<file path="config.mk">
export PLATFORM = sky130hd
export DESIGN_NAME = mmel_link
export DESIGN_NICKNAME = d
export VERILOG_FILES = /design/src/rtl/mmel_fifo.v /design/src/rtl/mmel_link.v
export VERILOG_INCLUDE_DIRS = /design/src /design/src/rtl
export SDC_FILE = /design/constraint.sdc
export NUM_CORES = 1
export LEC_CHECK = 0
export BUFFER_PORTS_ARGS = -buffer_cell sky130_fd_sc_hd__buf_2
export CORE_UTILIZATION = 60
export CTS_BUF_LIST = sky130_fd_sc_hd__clkbuf_8
export DETAILED_ROUTE_END_ITERATION = 6
export PLACE_DENSITY = 0.9
export SLEW_MARGIN = 15
export SYNTH_ARGS = -nofsm -noshare
export SYNTH_HDL_FRONTEND = slang
export SYNTH_HIERARCHICAL = 1
export SYNTH_SLANG_ARGS = --single-unit
</file>
<file path="constraint.sdc">
create_clock -name core_clk_i -period 4.9 [get_ports core_clk_i]
set_input_delay 0.98 -clock core_clk_i [delete_from_list [all_inputs] [get_ports core_clk_i]]
set_output_delay 0.98 -clock core_clk_i [all_outputs]
set_load 0.01 [all_outputs]
</file>
<file path="src/rtl/mmel_map.vh">
`ifndef MMEL_MAP_VH
`define MMEL_MAP_VH

// Latched operating modes
`define MMEL_MODE_USER 2'h0
`define MMEL_MODE_NORMAL 2'h1
`define MMEL_MODE_FORCED_EXT 2'h2
`define MMEL_MODE_FORCED_INT 2'h3

// Erased flash byte
`define MMEL_ERASED_BYTE 8'hff

// Bit periods in bus cycles
`define MMEL_BIT_EXT 9'h100
`define MMEL_BIT_INT 9'h14f

// Character framing
`define MMEL_DATA_BITS 4'h8
`define MMEL_CHAR_BITS 4'ha
`define MMEL_BREAK_BITS 4'hb
`define MMEL_GAP_BITS 4'h2
`define MMEL_STOP_BIT 4'h9

// Security handshake length
`define MMEL_SEC_BYTES 4'h8

// Transmit FIFO geometry
`define MMEL_FIFO_WIDTH 8
`define MMEL_FIFO_DEPTH 16
`define MMEL_FIFO_AW 4

// Link states
`define MMEL_ST_IDLE 3'h0
`define MMEL_ST_SECURE 3'h1
`define MMEL_ST_SEND_BRK 3'h2
`define MMEL_ST_READY 3'h3
`define MMEL_ST_GAP 3'h4
`define MMEL_ST_ECHO 3'h5

`endif

</file>
<file path="src/rtl/mmel_fifo.v">
`timescale 1ns/1ns
`default_nettype none

module mmel_fifo #(
    parameter WIDTH = 8,
    parameter DEPTH = 16,
    parameter AW = 4
) (
    input wire core_clk_i,
    input wire resetn_i,
    input wire in_valid_i,
    output wire in_ready_o,
    input wire [WIDTH-1:0] in_data_i,
    output wire out_valid_o,
    input wire out_ready_i,
    output wire [WIDTH-1:0] out_data_o
);

    reg [WIDTH-1:0] mem_r [0:DEPTH-1];
    reg [AW-1:0] wr_ptr_r;
    reg [AW-1:0] rd_ptr_r;
    reg [AW:0] count_r;
    wire push;
    wire pop;

    assign in_ready_o = (count_r != DEPTH[AW:0]);
    assign out_valid_o = (count_r != {(AW+1){1'b0}});
    assign out_data_o = mem_r[rd_ptr_r];
    assign push = in_valid_i & in_ready_o;
    assign pop = out_valid_o & out_ready_i;

    ////////////////////////////////////////////////////////////////////////
    // Storage
    always @(posedge core_clk_i) begin
        if (push) begin
            mem_r[wr_ptr_r] <= in_data_i;
        end
    end

    ////////////////////////////////////////////////////////////////////////
    // Pointers and fill level
    always @(posedge core_clk_i or negedge resetn_i) begin
        if (!resetn_i) begin
            wr_ptr_r <= {AW{1'b0}};
            rd_ptr_r <= {AW{1'b0}};
            count_r <= {(AW+1){1'b0}};
        end else begin
            if (push) begin
                wr_ptr_r <= wr_ptr_r + 1'b1;
            end
            if (pop) begin
                rd_ptr_r <= rd_ptr_r + 1'b1;
            end
            if (push & ~pop) begin
                count_r <= count_r + 1'b1;
            end else if (pop & ~push) begin
                count_r <= count_r - 1'b1;
            end
        end
    end

endmodule // mmel_fifo

`default_nettype wire

</file>
<file path="src/rtl/mmel_link.v">
// Behaviour
// [RULE1] One shared wired-OR serial pin, pulled high
// [RULE2] NRZ mark/space character framing
// [RULE3] No test voltage: entry needs erased vector
// [RULE4] Monitor entry only after power-on reset
// [RULE5] Host drives test voltage, selects 1/0, clock
// [RULE6] Erased, interrupt low: internal trimmed oscillator
// [RULE7] Internal oscillator option needs erased vector
// [RULE8] Host keeps interrupt pin low, internal session
// [RULE9] Bit period 256 external, 335 internal
// [RULE10] Erased, interrupt high: forced external monitor
// [RULE11] Mode latched on internal reset rising edge
// [RULE12] Later mode-select changes ignored
// [RULE13] Receive eight security bytes first
// [RULE14] Then send ten-low-bit break character
// [RULE15] Received break: two high bits, echo
// [RULE16] Watchdog disabled during forced monitor
// [RULE17] Start, eight data LSB first, stop
`timescale 1ns/1ns
`default_nettype none
`include "mmel_map.vh"

module mmel_link (
    input wire core_clk_i,
    input wire resetn_i,
    input wire int_reset_n_i,
    input wire test_high_voltage_i,
    input wire irq_pin_i,
    input wire mode_select_a_pin_i,
    input wire mode_select_b_pin_i,
    input wire [7:0] vector_hi_i,
    input wire [7:0] vector_lo_i,
    input wire [7:0] oscillator_trim_value_i,
    input wire serial_comm_pin_i,
    output wire serial_comm_pin_o,
    output wire serial_comm_pin_oe_o,
    input wire tx_valid_i,
    output wire tx_ready_o,
    input wire [7:0] tx_data_i,
    output wire [7:0] rx_data_o,
    output wire rx_valid_o,
    output wire [1:0] mode_o,
    output wire monitor_active_o,
    output wire use_internal_osc_o,
    output wire apply_trim_o,
    output wire [7:0] oscillator_trim_o,
    output wire watchdog_disable_o,
    output wire security_done_o,
    output wire comm_lost_o,
    output wire [2:0] link_state_o
);

    ////////////////////////////////////////////////////////////////////////
    // Pin synchronisers
    reg [4:0] pin_meta_r;
    reg [4:0] pin_sync_r;
    reg rx_prev_r;
    wire tv_s;
    wire irq_s;
    wire sel_a_s;
    wire sel_b_s;
    wire rx_s;
    always @(posedge core_clk_i or negedge resetn_i) begin
        if (!resetn_i) begin
            pin_meta_r <= 5'h12;
            pin_sync_r <= 5'h12;
            rx_prev_r <= 1'b1;
        end else begin
            pin_meta_r <= {serial_comm_pin_i, mode_select_b_pin_i, mode_select_a_pin_i,
                irq_pin_i, test_high_voltage_i};
            pin_sync_r <= pin_meta_r;
            rx_prev_r <= pin_sync_r[4];
        end
    end
    assign tv_s = pin_sync_r[0];
    assign irq_s = pin_sync_r[1];
    assign sel_a_s = pin_sync_r[2];
    assign sel_b_s = pin_sync_r[3];
    assign rx_s = pin_sync_r[4];

    ////////////////////////////////////////////////////////////////////////
    // Mode latch
    reg [1:0] mode_r;
    reg [1:0] mode_nxt;
    reg armed_r;
    reg latched_r;
    reg int_rst_d_r;
    reg [7:0] trim_r;
    wire vec_blank;
    wire latch_now;
    // [RULE3] Blank vector check
    assign vec_blank = (vector_hi_i == `MMEL_ERASED_BYTE) && (vector_lo_i == `MMEL_ERASED_BYTE);
    // [RULE11] Internal reset edge
    assign latch_now = int_reset_n_i & ~int_rst_d_r & armed_r;
    always @* begin
        mode_nxt = `MMEL_MODE_USER;
        if (tv_s) begin
            // [RULE5] Normal entry selects
            if (sel_a_s & ~sel_b_s) begin
                mode_nxt = `MMEL_MODE_NORMAL;
            end
        end else if (vec_blank) begin
            // [RULE10] Forced external clock
            if (irq_s) begin
                mode_nxt = `MMEL_MODE_FORCED_EXT;
            // [RULE7] Internal only when blank
            end else begin
                mode_nxt = `MMEL_MODE_FORCED_INT;
            end
        end
    end

    always @(posedge core_clk_i or negedge resetn_i) begin
        if (!resetn_i) begin
            // [RULE4] Only power-on reset arms entry
            armed_r <= 1'b1;
            latched_r <= 1'b0;
            mode_r <= `MMEL_MODE_USER;
            int_rst_d_r <= 1'b0;
            trim_r <= 8'h00;
        end else begin
            int_rst_d_r <= int_reset_n_i;
            // [RULE12] Held after one latch
            if (latch_now) begin
                mode_r <= mode_nxt;
                armed_r <= 1'b0;
                latched_r <= 1'b1;
                trim_r <= oscillator_trim_value_i;
            end
        end
    end

    wire monitor = latched_r && (mode_r != `MMEL_MODE_USER);
    wire forced = (mode_r == `MMEL_MODE_FORCED_EXT) || (mode_r == `MMEL_MODE_FORCED_INT);

    ////////////////////////////////////////////////////////////////////////
    // Bit timing
    wire [8:0] bit_len;
    wire [8:0] half_len;
    // [RULE9] Bit period by clock source
    assign bit_len = (mode_r == `MMEL_MODE_FORCED_INT) ? `MMEL_BIT_INT : `MMEL_BIT_EXT;
    assign half_len = {1'b0, bit_len[8:1]};

    ////////////////////////////////////////////////////////////////////////
    // Receiver
    reg [2:0] state_r;
    reg tx_busy_r;
    reg rx_busy_r;
    reg [8:0] rx_cnt_r;
    reg [3:0] rx_bits_r;
    reg [7:0] rx_shift_r;
    reg [7:0] rx_byte_r;
    reg rx_done_r;
    reg rx_break_r;
    wire rx_enable;
    wire rx_start;
    assign rx_enable = monitor && !tx_busy_r &&
        ((state_r == `MMEL_ST_SECURE) || (state_r == `MMEL_ST_READY));
    assign rx_start = rx_enable && !rx_busy_r && rx_prev_r && !rx_s;
    always @(posedge core_clk_i or negedge resetn_i) begin
        if (!resetn_i) begin
            rx_busy_r <= 1'b0;
            rx_cnt_r <= 9'h000;
            rx_bits_r <= 4'h0;
            rx_shift_r <= 8'h00;
            rx_byte_r <= 8'h00;
            rx_done_r <= 1'b0;
            rx_break_r <= 1'b0;
        end else begin
            rx_done_r <= 1'b0;
            rx_break_r <= 1'b0;
            if (rx_start) begin
                rx_busy_r <= 1'b1;
                rx_cnt_r <= half_len;
                rx_bits_r <= 4'h0;
            end else if (rx_busy_r) begin
                if (rx_cnt_r != 9'h001) begin
                    rx_cnt_r <= rx_cnt_r - 9'h001;
                end else begin
                    rx_cnt_r <= bit_len;
                    rx_bits_r <= rx_bits_r + 4'h1;
                    if (rx_bits_r == 4'h0) begin
                        if (rx_s) begin
                            rx_busy_r <= 1'b0;
                        end
                    end else if (rx_bits_r != `MMEL_STOP_BIT) begin
                        // [RULE17] Least significant bit first
                        rx_shift_r <= {rx_s, rx_shift_r[7:1]};
                    end else begin
                        // [RULE2] Stop bit closes character
                        rx_busy_r <= 1'b0;
                        rx_byte_r <= rx_shift_r;
                        rx_done_r <= 1'b1;
                        // [RULE15] Low stop with zero data
                        rx_break_r <= ~rx_s && (rx_shift_r == 8'h00);
                    end
                end
            end
        end
    end

    assign rx_data_o = rx_byte_r;
    assign rx_valid_o = rx_done_r;

    ////////////////////////////////////////////////////////////////////////
    // Transmit FIFO
    wire fifo_valid;
    wire [7:0] fifo_data;
    wire fifo_pop;

    mmel_fifo #(
        .WIDTH(`MMEL_FIFO_WIDTH),
        .DEPTH(`MMEL_FIFO_DEPTH),
        .AW(`MMEL_FIFO_AW)
    ) u_tx_fifo (
        .core_clk_i(core_clk_i),
        .resetn_i(resetn_i),
        .in_valid_i(tx_valid_i),
        .in_ready_o(tx_ready_o),
        .in_data_i(tx_data_i),
        .out_valid_o(fifo_valid),
        .out_ready_i(fifo_pop),
        .out_data_o(fifo_data)
    );

    ////////////////////////////////////////////////////////////////////////
    // Link sequencer
    reg [2:0] state_nxt;
    reg [3:0] sec_cnt_r;
    reg tx_load;
    reg [10:0] tx_load_pat;
    reg [3:0] tx_load_len;
    reg tx_load_hi;

    assign fifo_pop = (state_r == `MMEL_ST_READY) && !tx_busy_r && !rx_busy_r &&
        !rx_done_r && fifo_valid;

    always @* begin
        state_nxt = state_r;
        tx_load = 1'b0;
        tx_load_pat = 11'h7ff;
        tx_load_len = `MMEL_CHAR_BITS;
        tx_load_hi = 1'b0;
        case (state_r)
            `MMEL_ST_IDLE: begin
                if (monitor) begin
                    state_nxt = `MMEL_ST_SECURE;
                end
            end
            `MMEL_ST_SECURE: begin
                // [RULE13] Wait for all security bytes
                if (rx_done_r && (sec_cnt_r == `MMEL_SEC_BYTES - 4'h1)) begin
                    state_nxt = `MMEL_ST_SEND_BRK;
                end
            end
            `MMEL_ST_SEND_BRK: begin
                // [RULE14] Ten low bits then stop
                tx_load = 1'b1;
                tx_load_pat = 11'h400;
                tx_load_len = `MMEL_BREAK_BITS;
                state_nxt = `MMEL_ST_READY;
            end
            `MMEL_ST_READY: begin
                if (rx_break_r) begin
                    state_nxt = `MMEL_ST_GAP;
                end else if (fifo_pop) begin
                    // [RULE17] Start, data, stop
                    tx_load = 1'b1;
                    tx_load_pat = {2'h3, fifo_data, 1'b0};
                end
            end
            `MMEL_ST_GAP: begin
                // [RULE15] Drive high two bit times
                if (!tx_busy_r) begin
                    tx_load = 1'b1;
                    tx_load_pat = 11'h7ff;
                    tx_load_len = `MMEL_GAP_BITS;
                    tx_load_hi = 1'b1;
                    state_nxt = `MMEL_ST_ECHO;
                end
            end
            `MMEL_ST_ECHO: begin
                // [RULE15] Echo the break back
                if (!tx_busy_r) begin
                    tx_load = 1'b1;
                    tx_load_pat = 11'h400;
                    tx_load_len = `MMEL_BREAK_BITS;
                    state_nxt = `MMEL_ST_READY;
                end
            end
            default: begin
                state_nxt = `MMEL_ST_IDLE;
            end
        endcase
    end

    always @(posedge core_clk_i or negedge resetn_i) begin
        if (!resetn_i) begin
            state_r <= `MMEL_ST_IDLE;
            sec_cnt_r <= 4'h0;
        end else begin
            state_r <= state_nxt;
            // [RULE13] Count security bytes
            if ((state_r == `MMEL_ST_SECURE) && rx_done_r) begin
                sec_cnt_r <= sec_cnt_r + 4'h1;
            end
        end
    end

    ////////////////////////////////////////////////////////////////////////
    // Transmitter
    reg [10:0] tx_pat_r;
    reg [3:0] tx_left_r;
    reg [8:0] tx_cnt_r;
    reg tx_hi_r;

    always @(posedge core_clk_i or negedge resetn_i) begin
        if (!resetn_i) begin
            tx_busy_r <= 1'b0;
            tx_pat_r <= 11'h7ff;
            tx_left_r <= 4'h0;
            tx_cnt_r <= 9'h000;
            tx_hi_r <= 1'b0;
        end else begin
            if (tx_load) begin
                tx_busy_r <= 1'b1;
                tx_pat_r <= tx_load_pat;
                tx_left_r <= tx_load_len;
                tx_cnt_r <= bit_len;
                tx_hi_r <= tx_load_hi;
            end else if (tx_busy_r) begin
                if (tx_cnt_r != 9'h001) begin
                    tx_cnt_r <= tx_cnt_r - 9'h001;
                end else begin
                    tx_cnt_r <= bit_len;
                    tx_pat_r <= {1'b1, tx_pat_r[10:1]};
                    tx_left_r <= tx_left_r - 4'h1;
                    if (tx_left_r == 4'h1) begin
                        tx_busy_r <= 1'b0;
                        tx_hi_r <= 1'b0;
                    end
                end
            end
        end
    end

    // [RULE1] Pull low only, except the high gap
    assign serial_comm_pin_o = tx_pat_r[0];
    assign serial_comm_pin_oe_o = tx_busy_r & (tx_hi_r | ~tx_pat_r[0]);

    ////////////////////////////////////////////////////////////////////////
    // Clock, trim, watchdog and status
    // [RULE6] Internal oscillator with stored trim
    assign use_internal_osc_o = monitor && (mode_r == `MMEL_MODE_FORCED_INT);
    assign apply_trim_o = use_internal_osc_o;
    assign oscillator_trim_o = trim_r;
    // [RULE16] Watchdog off in forced monitor
    assign watchdog_disable_o = monitor &&
        (forced || ((mode_r == `MMEL_MODE_NORMAL) && tv_s));
    // [RULE8] Interrupt pin high flags lost session
    assign comm_lost_o = use_internal_osc_o && irq_s;
    assign mode_o = mode_r;
    assign monitor_active_o = monitor;
    assign security_done_o = (state_r != `MMEL_ST_IDLE) && (state_r != `MMEL_ST_SECURE);
    assign link_state_o = state_r;

endmodule // mmel_link

`default_nettype wire

</file>
==> flow_metrics.env <==
export IMPL_ir_drop_v=0.000335
export IMPL_cp_cell_sequence="nor4_4 -> nand2b_1 -> nand3b_1 -> nor4_1 -> nand2_1 -> ha_1 -> inv_1 -> ha_1 -> a21o_1 -> a21oi_1 -> mux2i_1 -> xnor2_1"
export IMPL_clk_pin_slew_ns=0.06
export IMPL_layout_commonest_cell="edfxtp_1"
export IMPL_cts_resized=0
export IMPL_cp_slowest_stage_delay_ns=0.56
export IMPL_die_area_mm2=0.0173
export IMPL_setup_violations=0
export IMPL_gp_congestion=0.893
export IMPL_netSwitchingPower_mw=1.07
export IMPL_core_area_mm2=0.0161
export IMPL_cts_max_path_buffers=3
export IMPL_timing_final_crit_share=0.693
export IMPL_worstPathRequired_ns=5.35
export IMPL_synth_edff_count=128
export IMPL_crit_fanout=5
export IMPL_wirelength_um=22200
export IMPL_slowest_stage="nor4_1"
export IMPL_p_clk_frac=0.368
export IMPL_synthCells=704
export IMPL_n_antenna_cell=0
export IMPL_power_internal_mw=3.17
export IMPL_antenna_found_initial=0
export IMPL_drcViolationCount=0
export IMPL_hold_viol_final=0
export IMPL_p_per_area_mw_per_mm2=378
export IMPL_ys_types=74
export IMPL_grt_overflow=0
export IMPL_drive_above_1_share=0.253
export IMPL_status="complete, no violations"
export IMPL_fin_tns_setup_ns=0
export IMPL_areaGrowthSynthToFinish_pct=11.8
export IMPL_hp_class="register to register"
export IMPL_clock_latency_ns=0.54
export IMPL_worst_path_most_repeated_cell="ha_1"
export IMPL_hold_ws_ns=0.345
export IMPL_fmax_mhz=295
export IMPL_dp_hpwl_um=14500
export IMPL_synth_area_per_cell_um2=14.3
export IMPL_dieHeight_um=131
export IMPL_cts_root_buf="clkbuf_8"
export IMPL_p_comb_frac=0.092
export IMPL_grtUsageTotal=0.264
export IMPL_nets=845
export IMPL_postRouteAntennaNets=0
export IMPL_startpoint_type="register"
export IMPL_post_cts_buffers=0
export IMPL_synth_async_sr_flop_share=0.441
export IMPL_ctsHoldBuffers=0
export IMPL_syn_area_mm2=0.0100
export IMPL_p_seq_frac=0.540
export IMPL_rsz0062_at_grt="false"
export IMPL_dp_cells=961
export IMPL_dr_first_iter_drc_count=774
export IMPL_die_w_um=131
export IMPL_via_per_inst=6.36
export IMPL_seq_area_frac_synth=0.636
export IMPL_start_util=0.623
export IMPL_worst_setup_path_end_kind="register"
export IMPL_power_leakage_nw=4.50
export IMPL_clock_sinks=229
export IMPL_htreeDepth=2
export IMPL_worstMarginPinSlew_ns=1.16
export IMPL_grt_pass1_vias=6727
export IMPL_fin_crit_ns=3.39
export IMPL_grt_pass1_wl_um=35400
export IMPL_drv_cap=0
export IMPL_slew_headroom=0.222
export IMPL_yosysWarnings=6
export IMPL_switching_share=0.253
export IMPL_syn_nets=765
export IMPL_grt_max_degree=69
export IMPL_ys_flop_type="edfxtp_1"
export IMPL_ys_ff_latch=229
export IMPL_total_power_mw=4.25
export IMPL_layoutNonFillerInstCount=1029
export IMPL_skew_ns=0.0228
export IMPL_cts_tree="built"
export IMPL_cts_buffers=37
export IMPL_crit_type="register to register"
export IMPL_final_max_slew_viol_count=0
export IMPL_vias=6541
export IMPL_rows=46
export IMPL_layout_common_cells="edfxtp_1, dfrtp_1, buf_2"
export IMPL_num_io_pins=72
export IMPL_critical_path_arrival_ns=3.85
export IMPL_port_buffers=71
export IMPL_drt_wirelength_per_cell_um=21.6
export IMPL_first_pass_iters=7
==> kinds of logic (layout without fill, tap and decap cells) <==
logic type | after synthesis | count (layout) | share of synthesized area
fa+ha+maj | 20 | 20 | 0.0257
xor+xnor | 17 | 17 | 0.0148
simple gates | 170 | 170 | 0.0937
compound gates | 131 | 131 | 0.0914
buf+inv | 53 | 162 | 0.0283
flops | 229 | 229 | 0.636
mux | 84 | 84 | 0.110
==> synth_stat cells (5+ instances only) <==
library cell	count	area [um2]
a21oi_1	22	110
a221oi_1	17	149
a22oi_1	9	67.6
a2bb2oi_1	8	70.1
buf_6	9	101
clkbuf_1	16	60.1
dfrtp_1	85	2130
dfstp_2	16	420
edfxtp_1	128	3840
ha_1	19	238
inv_1	20	75.1
mux2_2	20	225
mux2_4	8	120
mux2i_1	40	400
mux4_2	16	360
nand2_1	47	176
nand2b_1	7	43.8
nand3_1	9	45.0
nand3b_1	5	37.5
nand4_1	10	62.6
nor2_1	36	135
nor3_1	12	60.1
nor4_1	6	37.5
o21ai_0	31	155
o22ai_1	5	31.3
xnor2_1	12	105
xor2_1	5	43.8
==> metrics by stage <==
step | area [um2] | util | setup WS [ns]
after floorplan | 10000 | - | 2.10
after global placement | 10500 | 0.651 | 1.88
after detailed placement | 10500 | 0.651 | 1.66
after CTS | 11200 | 0.696 | 1.58
after global routing | 11200 | 0.697 | 1.28
final | 11200 | 0.697 | 1.51
==> final timing paths <==
check                      cells past startpoint                  from              endpoint  slack, ns
max                                           12  u_tx_fifo/count_r[0]  u_tx_fifo/count_r[4]       1.51
max reg2reg                                   12  u_tx_fifo/count_r[0]  u_tx_fifo/count_r[4]       1.51
min reg2reg                                    0         pin_meta_r[2]         pin_sync_r[2]       0.35
min in group asynchronous                      1              resetn_i           tx_cnt_r[2]       0.58
min                                            0         pin_meta_r[2]         pin_sync_r[2]       0.35
max in group asynchronous                      2              resetn_i         pin_meta_r[4]       3.34
==> power by group through the flow <==
stage	sequential (mW)	clock, mW	combinational, mW
3_5_place_dp	2.32	0	0.377
3_3_place_gp	2.31	0	0.346
2_1_floorplan	2.28	0	0.261
5_1_grt	2.30	1.68	0.424
6_report	2.29	1.56	0.391
4_1_cts	2.28	1.59	0.384
==> metal layers <==
layer | wire [um] | up-vias | track usage
met5 | 0 | - | 0
met4 | 669 | 0 | 0.113
met3 | 1500 | 59 | 0.0575
met2 | 11600 | 307 | 0.450
met1 | 8520 | 3309 | 0.325
li1 | - | 2866 | -
==> critical path: cells and delay by family (launching register included) <==
kind,cells,cell delay [ns]
mux,1,0.26
fa+ha+maj,2,0.58
buf+inv,1,0.18
xor+xnor,1,0.15
simple gates,5,1.24
compound gates,2,0.42
flops,1,0.48
==> registers in the layout, indices dropped and copies added (netlist names), 2 cells and up <==
signal / cells
link_state_o: 3
mode_o: 2
oscillator_trim_o: 8
pin_meta_r: 5
pin_sync_r: 5
rx_bits_r: 4
rx_cnt_r: 9
rx_data_o: 8
rx_shift_r: 8
sec_cnt_r: 4
tx_cnt_r: 9
tx_left_r: 4
tx_pat_r: 10
u_tx_fifo/count_r: 5
u_tx_fifo/mem_r: 128
u_tx_fifo/rd_ptr_r: 4
u_tx_fifo/wr_ptr_r: 4
==> cell type report <==
type | count | area [um2]
Clock buffer | 45 | 619
Clock inverter | 23 | 106
Fill cell | 1013 | 4880
Inverter | 20 | 75.1
Multi-Input combinational cell | 422 | 3390
Sequential cell | 229 | 6390
Tap cell | 216 | 270
Timing Repair Buffer | 74 | 380
Power figures use the tool's default switching activity.
